`config.mk`:
```
export PLATFORM = sky130hd
export DESIGN_NAME = sfq_pointer_flags
export DESIGN_NICKNAME = d
export VERILOG_FILES = /design/src/sfq_pkg.sv /design/src/sfq_sat_counter.sv /design/src/sfq_af_flag.sv /design/src/sfq_pointer_flags.sv
export VERILOG_INCLUDE_DIRS = /design/src
export SDC_FILE = /design/constraint.sdc
export NUM_CORES = 2
export LEC_CHECK = 0
export BUFFER_PORTS_ARGS = -buffer_cell sky130_fd_sc_hd__buf_2
export CAP_MARGIN = 20
export CORE_MARGIN = 4
export CORE_UTILIZATION = 60
export DETAILED_ROUTE_END_ITERATION = 8
export PLACE_DENSITY_LB_ADDON = 0.12
export SYNTH_ARGS = -nofsm -noshare
export SYNTH_HDL_FRONTEND = slang
export SYNTH_SLANG_ARGS = --single-unit
```
`constraint.sdc`:
```
create_clock -name clk -period 14.3 [get_ports clk]
set_input_delay 2.86 -clock clk [delete_from_list [all_inputs] [get_ports clk]]
set_output_delay 2.86 -clock clk [all_outputs]
set_load 0.05 [all_outputs]
```
`src/sfq_consts.svh`:
```
// Offsets, field positions, reset values and sizes of the sample queue logic
`ifndef SFQ_CONSTS_SVH
`define SFQ_CONSTS_SVH
`define SFQ_OFF_EN1 8'h02
`define SFQ_OFF_EN2 8'h03
`define SFQ_OFF_WPTR 8'h04
`define SFQ_OFF_LOST 8'h05
`define SFQ_OFF_RPTR 8'h06
`define SFQ_OFF_DATA 8'h07
`define SFQ_OFF_CFG 8'h08
`define SFQ_BIT_AF_EN 7
`define SFQ_BIT_SUPPLY_EN 7
`define SFQ_BIT_CARDIO_EN 2
`define SFQ_BIT_AF_CLR 6
`define SFQ_BIT_AF_TYPE 5
`define SFQ_BIT_ROLL 4
`define SFQ_LSB_AF_THR 0
`define SFQ_AF_THR_W 4
`define SFQ_RST_BIT 1'h0
`define SFQ_RST_AF_THR 4'hF
`define SFQ_RST_BYTE 8'h00
`define SFQ_PTR_W 5
`define SFQ_MAX_ELEMS 4
`define SFQ_ELEM_BYTES 3
`endif

```
`src/sfq_pkg.sv`:
```
// Types shared by the sample queue pointer and flag logic
`include "sfq_consts.svh"
package sfq_pkg;
	// One register access from the serial interface
	typedef struct packed {
		logic       rd;
		logic       wr;
		logic [7:0] addr;
		logic [7:0] wdata;
	} sfq_reg_req_type;

	// One queued sample, element 1 in the top bytes
	typedef logic [`SFQ_MAX_ELEMS*`SFQ_ELEM_BYTES*8-1:0] sfq_sample_type;

	// What an incoming sample does to the queue
	typedef enum logic [1:0] {
		SFQ_PUSH_NONE,
		SFQ_PUSH_STORE,
		SFQ_PUSH_ROLL,
		SFQ_PUSH_DROP
	} sfq_push_type;
endpackage

```
`src/sfq_sat_counter.sv`:
```
// Saturating counter of samples lost on a full queue
`timescale 1ns/1ps
module sfq_sat_counter #(
	parameter int W = 5
) (
	// Clock and reset
	input  wire logic         clk,
	input  wire logic         sys_rst,
	// Control
	input  wire logic         clear,
	input  wire logic         incr,
	// Count
	output logic [W-1:0]      count_ff
);
	localparam logic [W-1:0] MAX_CNT = '1;

	if (W < 1) begin : g_bad_width
		$error("sfq_sat_counter: W must be at least 1");
	end

	// Count up, hold at all ones
	always_ff @(posedge clk) begin
		if (sys_rst || clear) begin
			count_ff <= '0;
		end else if (incr && count_ff != MAX_CNT) begin
			count_ff <= count_ff + W'(1);
		end
	end
endmodule

```
`src/sfq_af_flag.sv`:
```
// Almost-full flag with repeat or single assertion and selectable clearing
`timescale 1ns/1ps
`include "sfq_consts.svh"
module sfq_af_flag #(
	parameter int DEPTH = 32,
	parameter int CNT_W = 6
) (
	// Clock and reset
	input  wire logic                     clk,
	input  wire logic                     sys_rst,
	// Queue state
	input  wire logic [CNT_W-1:0]         nxtCount,
	input  wire logic                     pushDone,
	// Configuration
	input  wire logic [`SFQ_AF_THR_W-1:0] threshold,
	input  wire logic                     singleMode,
	input  wire logic                     clearOnData,
	// Clearing reads
	input  wire logic                     statusRead,
	input  wire logic                     dataRead,
	// Flag
	output logic                          flag_ff
);
	logic             condPrev_ff;
	logic             cond;
	logic             setNow;
	logic             clrNow;
	logic [CNT_W-1:0] limit;

	// Depth must exceed the largest threshold and fit the count
	if (DEPTH <= 15 || DEPTH > (1 << CNT_W) - 1) begin : g_bad_depth
		$error("sfq_af_flag: DEPTH must be 16 up to 2**CNT_W-1");
	end

	// Fill level that raises the flag: depth less the free space
	assign limit = CNT_W'(DEPTH) - CNT_W'(threshold);
	assign cond = nxtCount >= limit;
	// Repeat mode raises on each push, single mode on entry only
	assign setNow = singleMode ? (cond && !condPrev_ff) : (cond && pushDone);
	assign clrNow = statusRead || (clearOnData && dataRead);

	// Condition as of the previous cycle
	always_ff @(posedge clk) begin
		if (sys_rst) begin
			condPrev_ff <= 1'b0;
		end else begin
			condPrev_ff <= cond;
		end
	end

	// Sticky flag, a set beats a clear
	always_ff @(posedge clk) begin
		if (sys_rst) begin
			flag_ff <= 1'b0;
		end else if (setNow) begin
			flag_ff <= 1'b1;
		end else if (clrNow) begin
			flag_ff <= 1'b0;
		end
	end
endmodule

```
`src/sfq_pointer_flags.sv`:
```
// Pointer, lost-sample and almost-full logic of the 32-sample queue
`timescale 1ns/1ps
`include "sfq_consts.svh"
module sfq_pointer_flags
	import sfq_pkg::*;
#(
	parameter int PTR_W     = `SFQ_PTR_W,
	parameter int MAX_ELEMS = `SFQ_MAX_ELEMS
) (
	// Clock and reset
	input  wire logic            clk,
	input  wire logic            sys_rst,
	// Register access from the serial interface
	input  wire sfq_reg_req_type regReq,
	input  wire logic            statusRead,
	output logic [7:0]           regRdata_ff,
	// Acquisition side
	input  wire logic            pushValid,
	input  wire sfq_sample_type  pushSample,
	input  wire logic [2:0]      elementCount,
	input  wire logic            proxMode,
	input  wire logic            queueEnable,
	// Event flags held elsewhere
	input  wire logic            supplyRangeEvent,
	input  wire logic            cardioSampleEvent,
	// Flags
	output logic                 nearlyFullFlag,
	output logic                 eventIrq_ff
);
	localparam int DEPTH = 1 << PTR_W;
	localparam int CNT_W = PTR_W + 1;
	localparam int SBITS = $bits(sfq_sample_type);
	localparam logic [CNT_W-1:0] FULL_CNT = CNT_W'(DEPTH);

	// Elaboration checks on the shape
	if (PTR_W < 4 || PTR_W > 8) begin : g_bad_ptr
		$error("sfq_pointer_flags: PTR_W must be 4 to 8");
	end
	if (MAX_ELEMS != `SFQ_MAX_ELEMS) begin : g_bad_elems
		$error("sfq_pointer_flags: MAX_ELEMS must match the sample type");
	end

	// Address match of one register access
	function automatic logic regHit(input sfq_reg_req_type r, input logic [7:0] off);
		return r.addr == off;
	endfunction

	// Bytes in one sample for a given element count
	function automatic logic [3:0] sampleBytes(input logic [2:0] n);
		return 4'(n) * 4'(`SFQ_ELEM_BYTES);
	endfunction

	// One byte of a sample, first byte from the top
	function automatic logic [7:0] sampleByte(input sfq_sample_type s, input logic [3:0] i);
		return s[(SBITS - 1) - 8 * int'(i) -: 8];
	endfunction

	// Configuration and enable registers
	logic                     afEnable_ff;
	logic                     supplyRangeEventEnable_ff;
	logic                     cardioSampleEventEnable_ff;
	logic                     afClearOption_ff;
	logic                     afType_ff;
	logic                     rollOnFull_ff;
	logic [`SFQ_AF_THR_W-1:0] afThreshold_ff;

	// Queue state
	sfq_sample_type   mem_ff [DEPTH];
	logic [PTR_W-1:0] queueWriteIndex_ff;
	logic [PTR_W-1:0] queueReadIndex_ff;
	logic [PTR_W-1:0] nxt_queueWriteIndex;
	logic [PTR_W-1:0] nxt_queueReadIndex;
	logic [CNT_W-1:0] count_ff;
	logic [CNT_W-1:0] nxt_count;
	logic [3:0]       byteIdx_ff;
	logic             enablePrev_ff;
	logic [PTR_W-1:0] lostSampleCount;

	// Decoded strobes
	logic         flush;
	logic         empty;
	logic         full;
	logic         dataRead;
	logic         validDataRead;
	logic         popNow;
	logic         wrPtrWrite;
	logic         rdPtrWrite;
	logic         ptrWrite;
	logic         pushDone;
	logic [3:0]   lastByte;
	logic [PTR_W-1:0] ptrDiff;
	sfq_push_type pushAct;

	// Access and queue state decode
	assign flush = queueEnable && !enablePrev_ff;
	assign empty = count_ff == '0;
	assign full = count_ff == FULL_CNT;
	assign dataRead = regReq.rd && regHit(regReq, `SFQ_OFF_DATA);
	assign validDataRead = dataRead && !empty && elementCount != 3'h0;
	assign lastByte = sampleBytes(elementCount) - 4'h1;
	assign popNow = validDataRead && byteIdx_ff == lastByte;
	assign wrPtrWrite = regReq.wr && regHit(regReq, `SFQ_OFF_WPTR);
	assign rdPtrWrite = regReq.wr && regHit(regReq, `SFQ_OFF_RPTR);
	assign ptrWrite = (wrPtrWrite || rdPtrWrite) && !flush;
	assign pushDone = pushAct == SFQ_PUSH_STORE || pushAct == SFQ_PUSH_ROLL;
	assign ptrDiff = nxt_queueWriteIndex - nxt_queueReadIndex;

	// Fate of an incoming sample
	always_comb begin
		if (!queueEnable || !pushValid || flush) begin
			pushAct = SFQ_PUSH_NONE;
		end else if (!full || popNow) begin
			pushAct = SFQ_PUSH_STORE;
		end else if (rollOnFull_ff || proxMode) begin
			pushAct = SFQ_PUSH_ROLL;
		end else begin
			pushAct = SFQ_PUSH_DROP;
		end
	end

	// Next write index
	always_comb begin
		if (flush) begin
			nxt_queueWriteIndex = '0;
		end else if (wrPtrWrite) begin
			nxt_queueWriteIndex = regReq.wdata[PTR_W-1:0];
		end else if (pushDone) begin
			nxt_queueWriteIndex = queueWriteIndex_ff + PTR_W'(1);
		end else begin
			nxt_queueWriteIndex = queueWriteIndex_ff;
		end
	end

	// Next read index
	always_comb begin
		if (flush) begin
			nxt_queueReadIndex = '0;
		end else if (rdPtrWrite) begin
			nxt_queueReadIndex = regReq.wdata[PTR_W-1:0];
		end else if (pushAct == SFQ_PUSH_ROLL || popNow) begin
			nxt_queueReadIndex = queueReadIndex_ff + PTR_W'(1);
		end else begin
			nxt_queueReadIndex = queueReadIndex_ff;
		end
	end

	// Next occupancy, equal indices read as full only if it was full
	always_comb begin
		if (flush) begin
			nxt_count = '0;
		end else if (ptrWrite) begin
			nxt_count = (ptrDiff == '0 && full) ? FULL_CNT : CNT_W'(ptrDiff);
		end else begin
			case (pushAct)
				SFQ_PUSH_STORE: nxt_count = count_ff + CNT_W'(!popNow);
				SFQ_PUSH_ROLL:  nxt_count = count_ff;
				default:        nxt_count = count_ff - CNT_W'(popNow);
			endcase
		end
	end

	// Index and occupancy registers
	always_ff @(posedge clk) begin
		if (sys_rst) begin
			queueWriteIndex_ff <= '0;
			queueReadIndex_ff <= '0;
			count_ff <= '0;
		end else begin
			queueWriteIndex_ff <= nxt_queueWriteIndex;
			queueReadIndex_ff <= nxt_queueReadIndex;
			count_ff <= nxt_count;
		end
	end

	// Byte position inside the sample being read
	always_ff @(posedge clk) begin
		if (sys_rst) begin
			byteIdx_ff <= 4'h0;
		end else if (flush || rdPtrWrite || pushAct == SFQ_PUSH_ROLL) begin
			byteIdx_ff <= 4'h0;
		end else if (validDataRead) begin
			byteIdx_ff <= popNow ? 4'h0 : byteIdx_ff + 4'h1;
		end
	end

	// Enable level of the previous cycle, for the flush edge
	always_ff @(posedge clk) begin
		if (sys_rst) begin
			enablePrev_ff <= 1'b0;
		end else begin
			enablePrev_ff <= queueEnable;
		end
	end

	// Sample storage, one slot per index
	always_ff @(posedge clk) begin
		if (pushDone) begin
			mem_ff[queueWriteIndex_ff] <= pushSample;
		end
	end

	// Lost samples, cleared by a flush
	sfq_sat_counter #(
		.W (PTR_W)
	) u_lost (
		.clk      (clk),
		.sys_rst  (sys_rst),
		.clear    (flush),
		.incr     (pushAct == SFQ_PUSH_ROLL || pushAct == SFQ_PUSH_DROP),
		.count_ff (lostSampleCount)
	);

	// Almost-full flag
	sfq_af_flag #(
		.DEPTH (DEPTH),
		.CNT_W (CNT_W)
	) u_af (
		.clk         (clk),
		.sys_rst     (sys_rst),
		.nxtCount    (nxt_count),
		.pushDone    (pushDone),
		.threshold   (afThreshold_ff),
		.singleMode  (afType_ff),
		.clearOnData (afClearOption_ff),
		.statusRead  (statusRead),
		.dataRead    (dataRead),
		.flag_ff     (nearlyFullFlag)
	);

	// Enable registers
	always_ff @(posedge clk) begin
		if (sys_rst) begin
			afEnable_ff <= `SFQ_RST_BIT;
			supplyRangeEventEnable_ff <= `SFQ_RST_BIT;
			cardioSampleEventEnable_ff <= `SFQ_RST_BIT;
		end else if (regReq.wr && regHit(regReq, `SFQ_OFF_EN1)) begin
			afEnable_ff <= regReq.wdata[`SFQ_BIT_AF_EN];
		end else if (regReq.wr && regHit(regReq, `SFQ_OFF_EN2)) begin
			supplyRangeEventEnable_ff <= regReq.wdata[`SFQ_BIT_SUPPLY_EN];
			cardioSampleEventEnable_ff <= regReq.wdata[`SFQ_BIT_CARDIO_EN];
		end
	end

	// Queue configuration register
	always_ff @(posedge clk) begin
		if (sys_rst) begin
			afClearOption_ff <= `SFQ_RST_BIT;
			afType_ff <= `SFQ_RST_BIT;
			rollOnFull_ff <= `SFQ_RST_BIT;
			afThreshold_ff <= `SFQ_RST_AF_THR;
		end else if (regReq.wr && regHit(regReq, `SFQ_OFF_CFG)) begin
			afClearOption_ff <= regReq.wdata[`SFQ_BIT_AF_CLR];
			afType_ff <= regReq.wdata[`SFQ_BIT_AF_TYPE];
			rollOnFull_ff <= regReq.wdata[`SFQ_BIT_ROLL];
			afThreshold_ff <= regReq.wdata[`SFQ_LSB_AF_THR +: `SFQ_AF_THR_W];
		end
	end

	// Read data, unmapped and empty reads give zero
	always_ff @(posedge clk) begin
		if (sys_rst) begin
			regRdata_ff <= `SFQ_RST_BYTE;
		end else if (regReq.rd) begin
			case (regReq.addr)
				`SFQ_OFF_EN1:  regRdata_ff <= 8'(afEnable_ff) << `SFQ_BIT_AF_EN;
				`SFQ_OFF_EN2:  regRdata_ff <= (8'(supplyRangeEventEnable_ff) << `SFQ_BIT_SUPPLY_EN)
					| (8'(cardioSampleEventEnable_ff) << `SFQ_BIT_CARDIO_EN);
				`SFQ_OFF_WPTR: regRdata_ff <= 8'(queueWriteIndex_ff);
				`SFQ_OFF_LOST: regRdata_ff <= 8'(lostSampleCount);
				`SFQ_OFF_RPTR: regRdata_ff <= 8'(queueReadIndex_ff);
				`SFQ_OFF_DATA: regRdata_ff <= validDataRead
					? sampleByte(mem_ff[queueReadIndex_ff], byteIdx_ff) : `SFQ_RST_BYTE;
				`SFQ_OFF_CFG:  regRdata_ff <= (8'(afClearOption_ff) << `SFQ_BIT_AF_CLR)
					| (8'(afType_ff) << `SFQ_BIT_AF_TYPE)
					| (8'(rollOnFull_ff) << `SFQ_BIT_ROLL)
					| (8'(afThreshold_ff) << `SFQ_LSB_AF_THR);
				default:       regRdata_ff <= `SFQ_RST_BYTE;
			endcase
		end
	end

	// Enabled events onto the one interrupt line
	always_ff @(posedge clk) begin
		if (sys_rst) begin
			eventIrq_ff <= 1'b0;
		end else begin
			eventIrq_ff <= (nearlyFullFlag && afEnable_ff)
				|| (supplyRangeEvent && supplyRangeEventEnable_ff)
				|| (cardioSampleEvent && cardioSampleEventEnable_ff);
		end
	end
endmodule

```
# --- Word level (Yosys, flattened, before mapping) ---
# Memories as Yosys holds them, arrays and structs flattened. A register that Yosys moved wholly into a read port is not among the register bits.
# Index checks and enable logic that the tools add are counted.
word_totals:
  ff_bits: 47
  ramBits: 3072
  inputBits: 125
  out_inout_bits: 10
  wordCells: 118
  memories: 1
mem_list:
  columns: ["name", "depth", "word_bits", "read_ports", "rd_ports_with_merged_regs", "wr", "line_no", "source"]
  rows:
  - ["mem_ff", 32, 96, 1, 1, 1, "sfq_pointer_flags.sv:68", "sfq_sample_type mem_ff [DEPTH];"]
op_classes:
  add_sub_neg: 10
  n_mul: 1
  n_lt_le_gt_ge: 1
  n_eq_ne: 13
  shifts: 1
  n_mux: 22
  bitwise: 5
  n_reduce_logical: 47
ops:
  columns: ["cell", "n"]
  rows:
  - ["103-bit by 8-bit indexed part select with 8-bit output", 1]
  - ["8-bit case mux with 7 select lines", 1]
  - ["5-bit two-way mux", 7]
  - ["8-bit by 3-bit == test with 1-bit output, second input constant", 4]
  - ["1-bit logical AND", 19]
  - ["6-bit two-way mux", 3]
  - ["8-bit by 2-bit == test with 1-bit output, second input constant", 2]
  - ["5-bit by 1-bit adder with 5-bit output, second input constant", 3]
  - ["1-bit logical OR", 14]
  - ["6-bit case mux with 2 select lines", 1]
  - ["8-bit by 4-bit == test with 1-bit output, second input constant", 1]
  - ["1-bit logical NOT", 8]
  - ["8-bit two-way mux", 1]
  - ["8-bit by 3-bit OR with 8-bit output", 1]
  - ["7-bit by 7-bit subtractor with 8-bit output, first input constant", 1]
  - ["7-bit by 4-bit OR with 7-bit output", 1]
  - ["7-bit by 5-bit OR with 7-bit output", 1]
  - ["7-bit by 6-bit OR with 7-bit output", 1]
  - ["6-bit by 1-bit adder with 6-bit output", 1]
  - ["6-bit == test, second input constant", 1]
  - ["6-bit >= comparator", 1]
  - ["6-bit logical NOT", 1]
  - ["1-bit two-way mux", 6]
  - ["6-bit by 1-bit subtractor with 6-bit output", 1]
  - ["17 further kinds", 19]

# --- Logic depth before layout (Yosys ltp) ---
depth:
  ltp_word: 23
  mapped_depth: 29
  depth_no_buf: 28

# --- By module ---
# From an unflattened synthesis, not the netlist that was laid out.
hier_totals:
  cells_unflattened: 5532
  area_unflattened_um2: 120459.3
by_module_without_submodules:
  columns: ["module", "n_inst", "cells_each", "area_each_um2", "seq_area_each_um2"]
  rows:
  - ["sfq_pointer_flags", 1, 5476, 119957.5, 93049.2]
  - ["sfq_af_flag", 1, 30, 262.8, 40.0]
  - ["sfq_sat_counter", 1, 26, 239.0, 100.1]

# --- Worst setup path before layout ---
# Ideal clock, no wire load.
synth_timing:
  kind: "in2reg"
  startpoint: "input elementCount[0]"
  endpoint: "memory mem_ff[15][0] (netlist bit), enable pin"
  setup_ns: 0.552
  t_arrival_ns: 8.982
  required_ns: 13.748
  path_slack_ns: 4.766
  cell_stages: 15
  n_path_buf: 2
  cell_sequence: "inv_1 > ha_1 > xnor2_1 > mux2i_1 > nand3_1 > nor2_1 > nor2_1 > o21ai_0 > nand2b_1 > inv_1 > ha_1 > clkbuf_1 > nand2b_1 > clkbuf_1 > nor2_1"
synth_via:
  elab_chain_cells: 11
  elab_cells_between_ends: 14
  cone_classes: "1 x add/sub; 1 x mul; 3 x eq/ne; 4 x mux; 5 x reduce/logical"
synth_rtl:
  columns: ["item", "line_no", "source"]
  rows:
  - ["from (decl)", "sfq_pointer_flags.sv:20", "input wire logic [2:0] elementCount,"]
  - ["3-bit by 2-bit multiplier with 4-bit output", "sfq_pointer_flags.sv:50", "return 4'(n) * 4'(`SFQ_ELEM_BYTES);"]
  - ["4-bit by 1-bit subtractor with 4-bit output", "sfq_pointer_flags.sv:100", "assign lastByte = sampleBytes(elementCount) - 4'h1;"]
  - ["4-bit == test", "sfq_pointer_flags.sv:101", "assign popNow = validDataRead && byteIdx_ff == lastByte;"]
  - ["1-bit logical AND *", "sfq_pointer_flags.sv:101", null]
  - ["1-bit logical OR *", "sfq_pointer_flags.sv:112", "end else if (!full || popNow) begin"]
  - ["2-bit two-way mux *", "sfq_pointer_flags.sv:112", null]
  - ["2-bit two-way mux *", "sfq_pointer_flags.sv:110", "if (!queueEnable || !pushValid || flush) begin"]
  - ["2-bit by 1-bit == test with 1-bit output or 2-bit == test (tied branches)", "sfq_pointer_flags.sv:105", "assign pushDone = pushAct == SFQ_PUSH_STORE || pushAct == SFQ_PUSH_ROLL;"]
  - ["1-bit logical OR *", "sfq_pointer_flags.sv:105", null]
  - ["1-bit two-way mux *", "sfq_pointer_flags.sv:197", "if (pushDone) begin"]
  - ["1-bit two-way mux (implied by the code) *", "sfq_pointer_flags.sv:198", "mem_ff[queueWriteIndex_ff] <= pushSample;"]
  - ["to (decl)", "sfq_pointer_flags.sv:68", null]
# Every way passes the cells marked *; elsewhere a longest branch is shown, timed or not.

# --- Final worst setup path ---
layout_timing:
  startpoint: "input regReq[15] (netlist bit)"
  endpoint: "memory mem_ff[18][30] (netlist bit), enable pin"
layout_via:
  elab_chain_cells: 12
  elab_cells_between_ends: 13
  cone_classes: "3 x eq/ne; 4 x mux; 6 x reduce/logical"
layout_rtl:
  columns: ["item", "line_no", "source"]
  rows:
  - ["from (decl)", "sfq_pointer_flags.sv:14", "input wire sfq_reg_req_type regReq,"]
  - ["8-bit by 3-bit == test with 1-bit output *", "sfq_pointer_flags.sv:45", "return r.addr == off;"]
  - ["1-bit logical AND *", "sfq_pointer_flags.sv:98", "assign dataRead = regReq.rd && regHit(regReq, `SFQ_OFF_DATA);"]
  - ["1-bit logical AND * (2 in a row)", "sfq_pointer_flags.sv:99", "assign validDataRead = dataRead && !empty && elementCount != 3'h0;"]
  - ["1-bit logical AND *", "sfq_pointer_flags.sv:101", null]
  - ["1-bit logical OR *", "sfq_pointer_flags.sv:112", null]
  - ["2-bit two-way mux *", "sfq_pointer_flags.sv:112", null]
  - ["2-bit two-way mux *", "sfq_pointer_flags.sv:110", null]
  - ["2-bit by 1-bit == test with 1-bit output or 2-bit == test (tied branches)", "sfq_pointer_flags.sv:105", null]
  - ["1-bit logical OR *", "sfq_pointer_flags.sv:105", null]
  - ["1-bit two-way mux *", "sfq_pointer_flags.sv:197", null]
  - ["1-bit two-way mux (implied by the code) *", "sfq_pointer_flags.sv:198", null]
# Marked as above.

==> impl_metrics.json <==
{
  "outcome": "completed",
  "cp_max_fo": 39,
  "worst_pin_slew_ns": 1.23,
  "cpMaxStageDelayCell": "nor2_4",
  "wl_microns": 338000,
  "synthArstFlopShare_pct": 0,
  "initial_utilization_pct": 60.4,
  "synth_edf_count": 3072,
  "synth_fp_nets": 5608,
  "grt_start_max_net_pins": 97,
  "synth-warning-count": 0,
  "drive_gt1_share_pct": 26.0,
  "post-dp-hpwl_microns": 195000,
  "required_ns": 14.85,
  "fin_skew_ns": 0.0591,
  "synthCells": 5450,
  "root_buffer": "clkbuf_16",
  "die_height_microns": 457,
  "numCtsBuffers": 320,
  "drc_errors": 0,
  "layout_common_cells": "edfxtp_1 (3,072), mux4_2 (746), clkbuf_16 (327)",
  "cts_htree_levels": 5,
  "worstPathArrival_ns": 8.35,
  "wl_per_cell_microns": 38.9,
  "rows": 164,
  "hold_path.class": "reg -> reg",
  "dp_slack_ns": 5.60,
  "grt_pass1_wl_microns": 474000,
  "cts_max_path_buffers": 4,
  "slew_headroom_pct": 18.2,
  "n_fill_cell": 12500,
  "core_sq_um": 200000,
  "rrSetupSlack_ns": 7.94,
  "critPathTopFamily": "simple AND/OR/NAND/NOR gates",
  "ys_ff_latch": 3119,
  "clock_sinks": 3119,
  "overflow": 0,
  "p_leak_nw": 41.4,
  "io_buffer_count": 134,
  "ioPinCount": 135,
  "clk_latency_ns": 0.96,
  "ys_seq_area_share_pct": 77.1,
  "die_area_sq_um": 209000,
  "holdPathEnd": "afClearOption_ff$_SDFFE_PP0P_",
  "grt_usage_pct": 32.6,
  "reg2reg_depth": 10,
  "r2r-end": "mem_ff[18][30]$_DFFE_PP_",
  "vias": 61600,
  "firstDrtPassIters": 6,
  "power.density_nw_per_um2": 135,
  "yosys.area_share.adder_pct": 0.354,
  "setup_viol": 0,
  "critPathMaxStageDelay_ns": 0.85,
  "cap_viol_max_count": 0,
  "path_class": "in -> reg",
  "yosys.area_share.simple_pct": 1.81,
  "path_cells": "buf_2, nor4_4, and4_1, nand2_1, nor2_1, nor2_1, o21ai_0, nand2b_1, inv_1, ha_1, nand2b_1, nor2_4, buf_4, buf_4",
  "synth_ff_type": "edfxtp_1",
  "worst_slack_ns": 6.50,
  "antenna_found_initial": 43,
  "fin_nets": 5937,
  "netlist_area_sq_um": 121000,
  "hold_depth": 2,
  "areaGrowthSynthToFinish_pct": 11.4,
  "grt_setup_unrepaired": "false",
  "min_from": "afClearOption_ff$_SDFFE_PP0P_",
  "synth_compound_area_share_pct": 2.87,
  "muxShareOfSynthArea_pct": 16.0,
  "critical_path.startpoint_type": "primary input",
  "cts_resized": 0,
  "path_clk_slew_ns": 0.06,
  "layout_commonest_cell": "edfxtp_1",
  "drv_slew": 0,
  "ys_types": 81,
  "cts-hold-fix-buffers": 0,
  "drtAntennaViolNets": 0,
  "avgSynthCellArea_sq_um": 22.2,
  "tns_ns": 0,
  "gp_congestion": 0.872,
  "synth_top_family_by_area": "multiplexers",
  "fin_crit_ns": 7.80,
  "vias_per_cell": 7.10,
  "die_x_microns": 457,
  "cp-end-kind": "register",
  "post_cts_buffers": 0,
  "grt_pass1_vias": 60300,
  "r2r-start": "count_ff[1]$_SDFF_PP0_",
  "vdd_ir_drop_max_uv": 168,
  "cts_tree": "yes",
  "report.final.hold_viol_count": 0,
  "min_period_over_period_pct": 54.5,
  "path_buf_inv": 4,
  "initialDrtViolationCount": 10200,
  "fmax_mhz": 128,
  "synth_xor_area_share_pct": 0.188
}
## cells in the mapped netlist (8+ instances only)
| cell type | number | share of area (%) |
|---|---|---|
| a2111oi_0 | 21 | 0.15 |
| a211o_1 | 13 | 0.094 |
| a211oi_1 | 20 | 0.12 |
| a21o_1 | 11 | 0.068 |
| a21oi_1 | 97 | 0.40 |
| a221oi_1 | 29 | 0.21 |
| a22oi_1 | 70 | 0.43 |
| a31oi_1 | 12 | 0.062 |
| and3_1 | 13 | 0.067 |
| buf_1 | 13 | 0.040 |
| buf_2 | 83 | 0.34 |
| buf_4 | 37 | 0.23 |
| buf_6 | 57 | 0.53 |
| buf_8 | 10 | 0.12 |
| clkbuf_1 | 99 | 0.31 |
| dfxtp_1 | 47 | 0.78 |
| edfxtp_1 | 3072 | 76 |
| ha_1 | 31 | 0.32 |
| inv_1 | 23 | 0.071 |
| mux2_2 | 15 | 0.14 |
| mux2i_1 | 231 | 1.9 |
| mux4_2 | 746 | 14 |
| nand2_1 | 149 | 0.46 |
| nand2b_1 | 19 | 0.098 |
| nand3_1 | 49 | 0.20 |
| nand4_1 | 14 | 0.072 |
| nor2_1 | 116 | 0.36 |
| nor2b_1 | 21 | 0.11 |
| nor3_1 | 14 | 0.058 |
| nor4_1 | 10 | 0.052 |
| o211ai_1 | 16 | 0.099 |
| o21ai_0 | 57 | 0.24 |
| o221ai_1 | 25 | 0.18 |
| o22ai_1 | 57 | 0.29 |
| o31ai_1 | 8 | 0.050 |
| xnor2_1 | 14 | 0.10 |
| xor2_1 | 12 | 0.087 |
## state kept, by name (all words and copies together), names as in the netlist, 4 cells and up
signal	flops
mem_ff	3072
byteIdx_ff	4
afThreshold_ff	4
queueWriteIndex_ff	5
queueReadIndex_ff	5
count_ff	6
u_lost.count_ff	5
regRdata_ff	8
## stage by stage
stage          cells  instance area, sq um  utilization [%]  hold WS, ns  power (mW)
2_1_floorplan   5450                121000                -        0.442        10.3
3_3_place_gp    8108                125000             62.3        0.464        10.4
3_5_place_dp    8111                125000             62.4        0.469        10.5
4_1_cts         8662                135000             67.3        0.477        18.3
5_1_grt         8669                135000             67.3        0.495        18.7
6_report        8674                135000             67.3        0.481        18.2
## power breakdown
part | total, mW | internal (mW) | switching [mW]
Sequential | 10.0 | 10.0 | 0.00200
Clock | 7.94 | 4.59 | 3.35
Combinational | 0.218 | 0.0319 | 0.186
## worst reg2reg max path: cells and delay by family (launching register included)
| kind | cells | cell delay (ns) |
|---|---|---|
| and+or+nand+nor | 6 | 3.17 |
| buffers and inverters | 2 | 1.60 |
| adders and majority gates | 1 | 0.46 |
| DFF | 1 | 0.36 |
| AOI/OAI and AO/OA | 1 | 0.34 |
## routing by layer
layer / part of all wire [%] / track usage, % / up-vias
li1: - / - / 23800
met1: 37 / 48.2 / 32600
met2: 47 / 49.3 / 4475
met3: 13 / 7.36 / 637
met4: 3.7 / 10.9 / 8
met5: 0.014 / 0 / -
## worst max path at each step
stage | slack (ns) | startpoint | cells after the start | endpoint
finish | 6.50 | regReq[15] | 14 | mem_ff[18][30]$_DFFE_PP_
global route | 6.32 | regReq[15] | 14 | mem_ff[22][57]$_DFFE_PP_
CTS | 6.57 | regReq[15] | 14 | mem_ff[22][57]$_DFFE_PP_
detailed placement | 5.60 | regReq[15] | 14 | mem_ff[22][52]$_DFFE_PP_
global placement | 5.62 | elementCount[0] | 16 | mem_ff[22][3]$_DFFE_PP_
floorplan | 4.77 | elementCount[0] | 15 | mem_ff[15][0]$_DFFE_PP_
## final cells by class
class | instances | area (sq um) | share of cell area [%]
multi-input cells | 2005 | 26000 | 19.3
well taps | 2656 | 3320 | 2.47
inverters | 26 | 106 | 0.0790
diodes | 10 | 25.0 | 0.0186
clock buffers | 401 | 8490 | 6.31
flip-flops and latches | 3119 | 93200 | 69.2
repair buffers | 307 | 2170 | 1.61
clock inverters | 150 | 1320 | 0.978
## kinds of logic after synthesis
logic type / Yosys count
buffers and inverters: 326
AOI/OAI and AO/OA: 499
adders and majority gates: 33
muxes: 995
and+or+nand+nor: 452
DFF: 3119
xor gates and xnor gates: 26
Note: power is estimated with default switching activity, not from simulation.
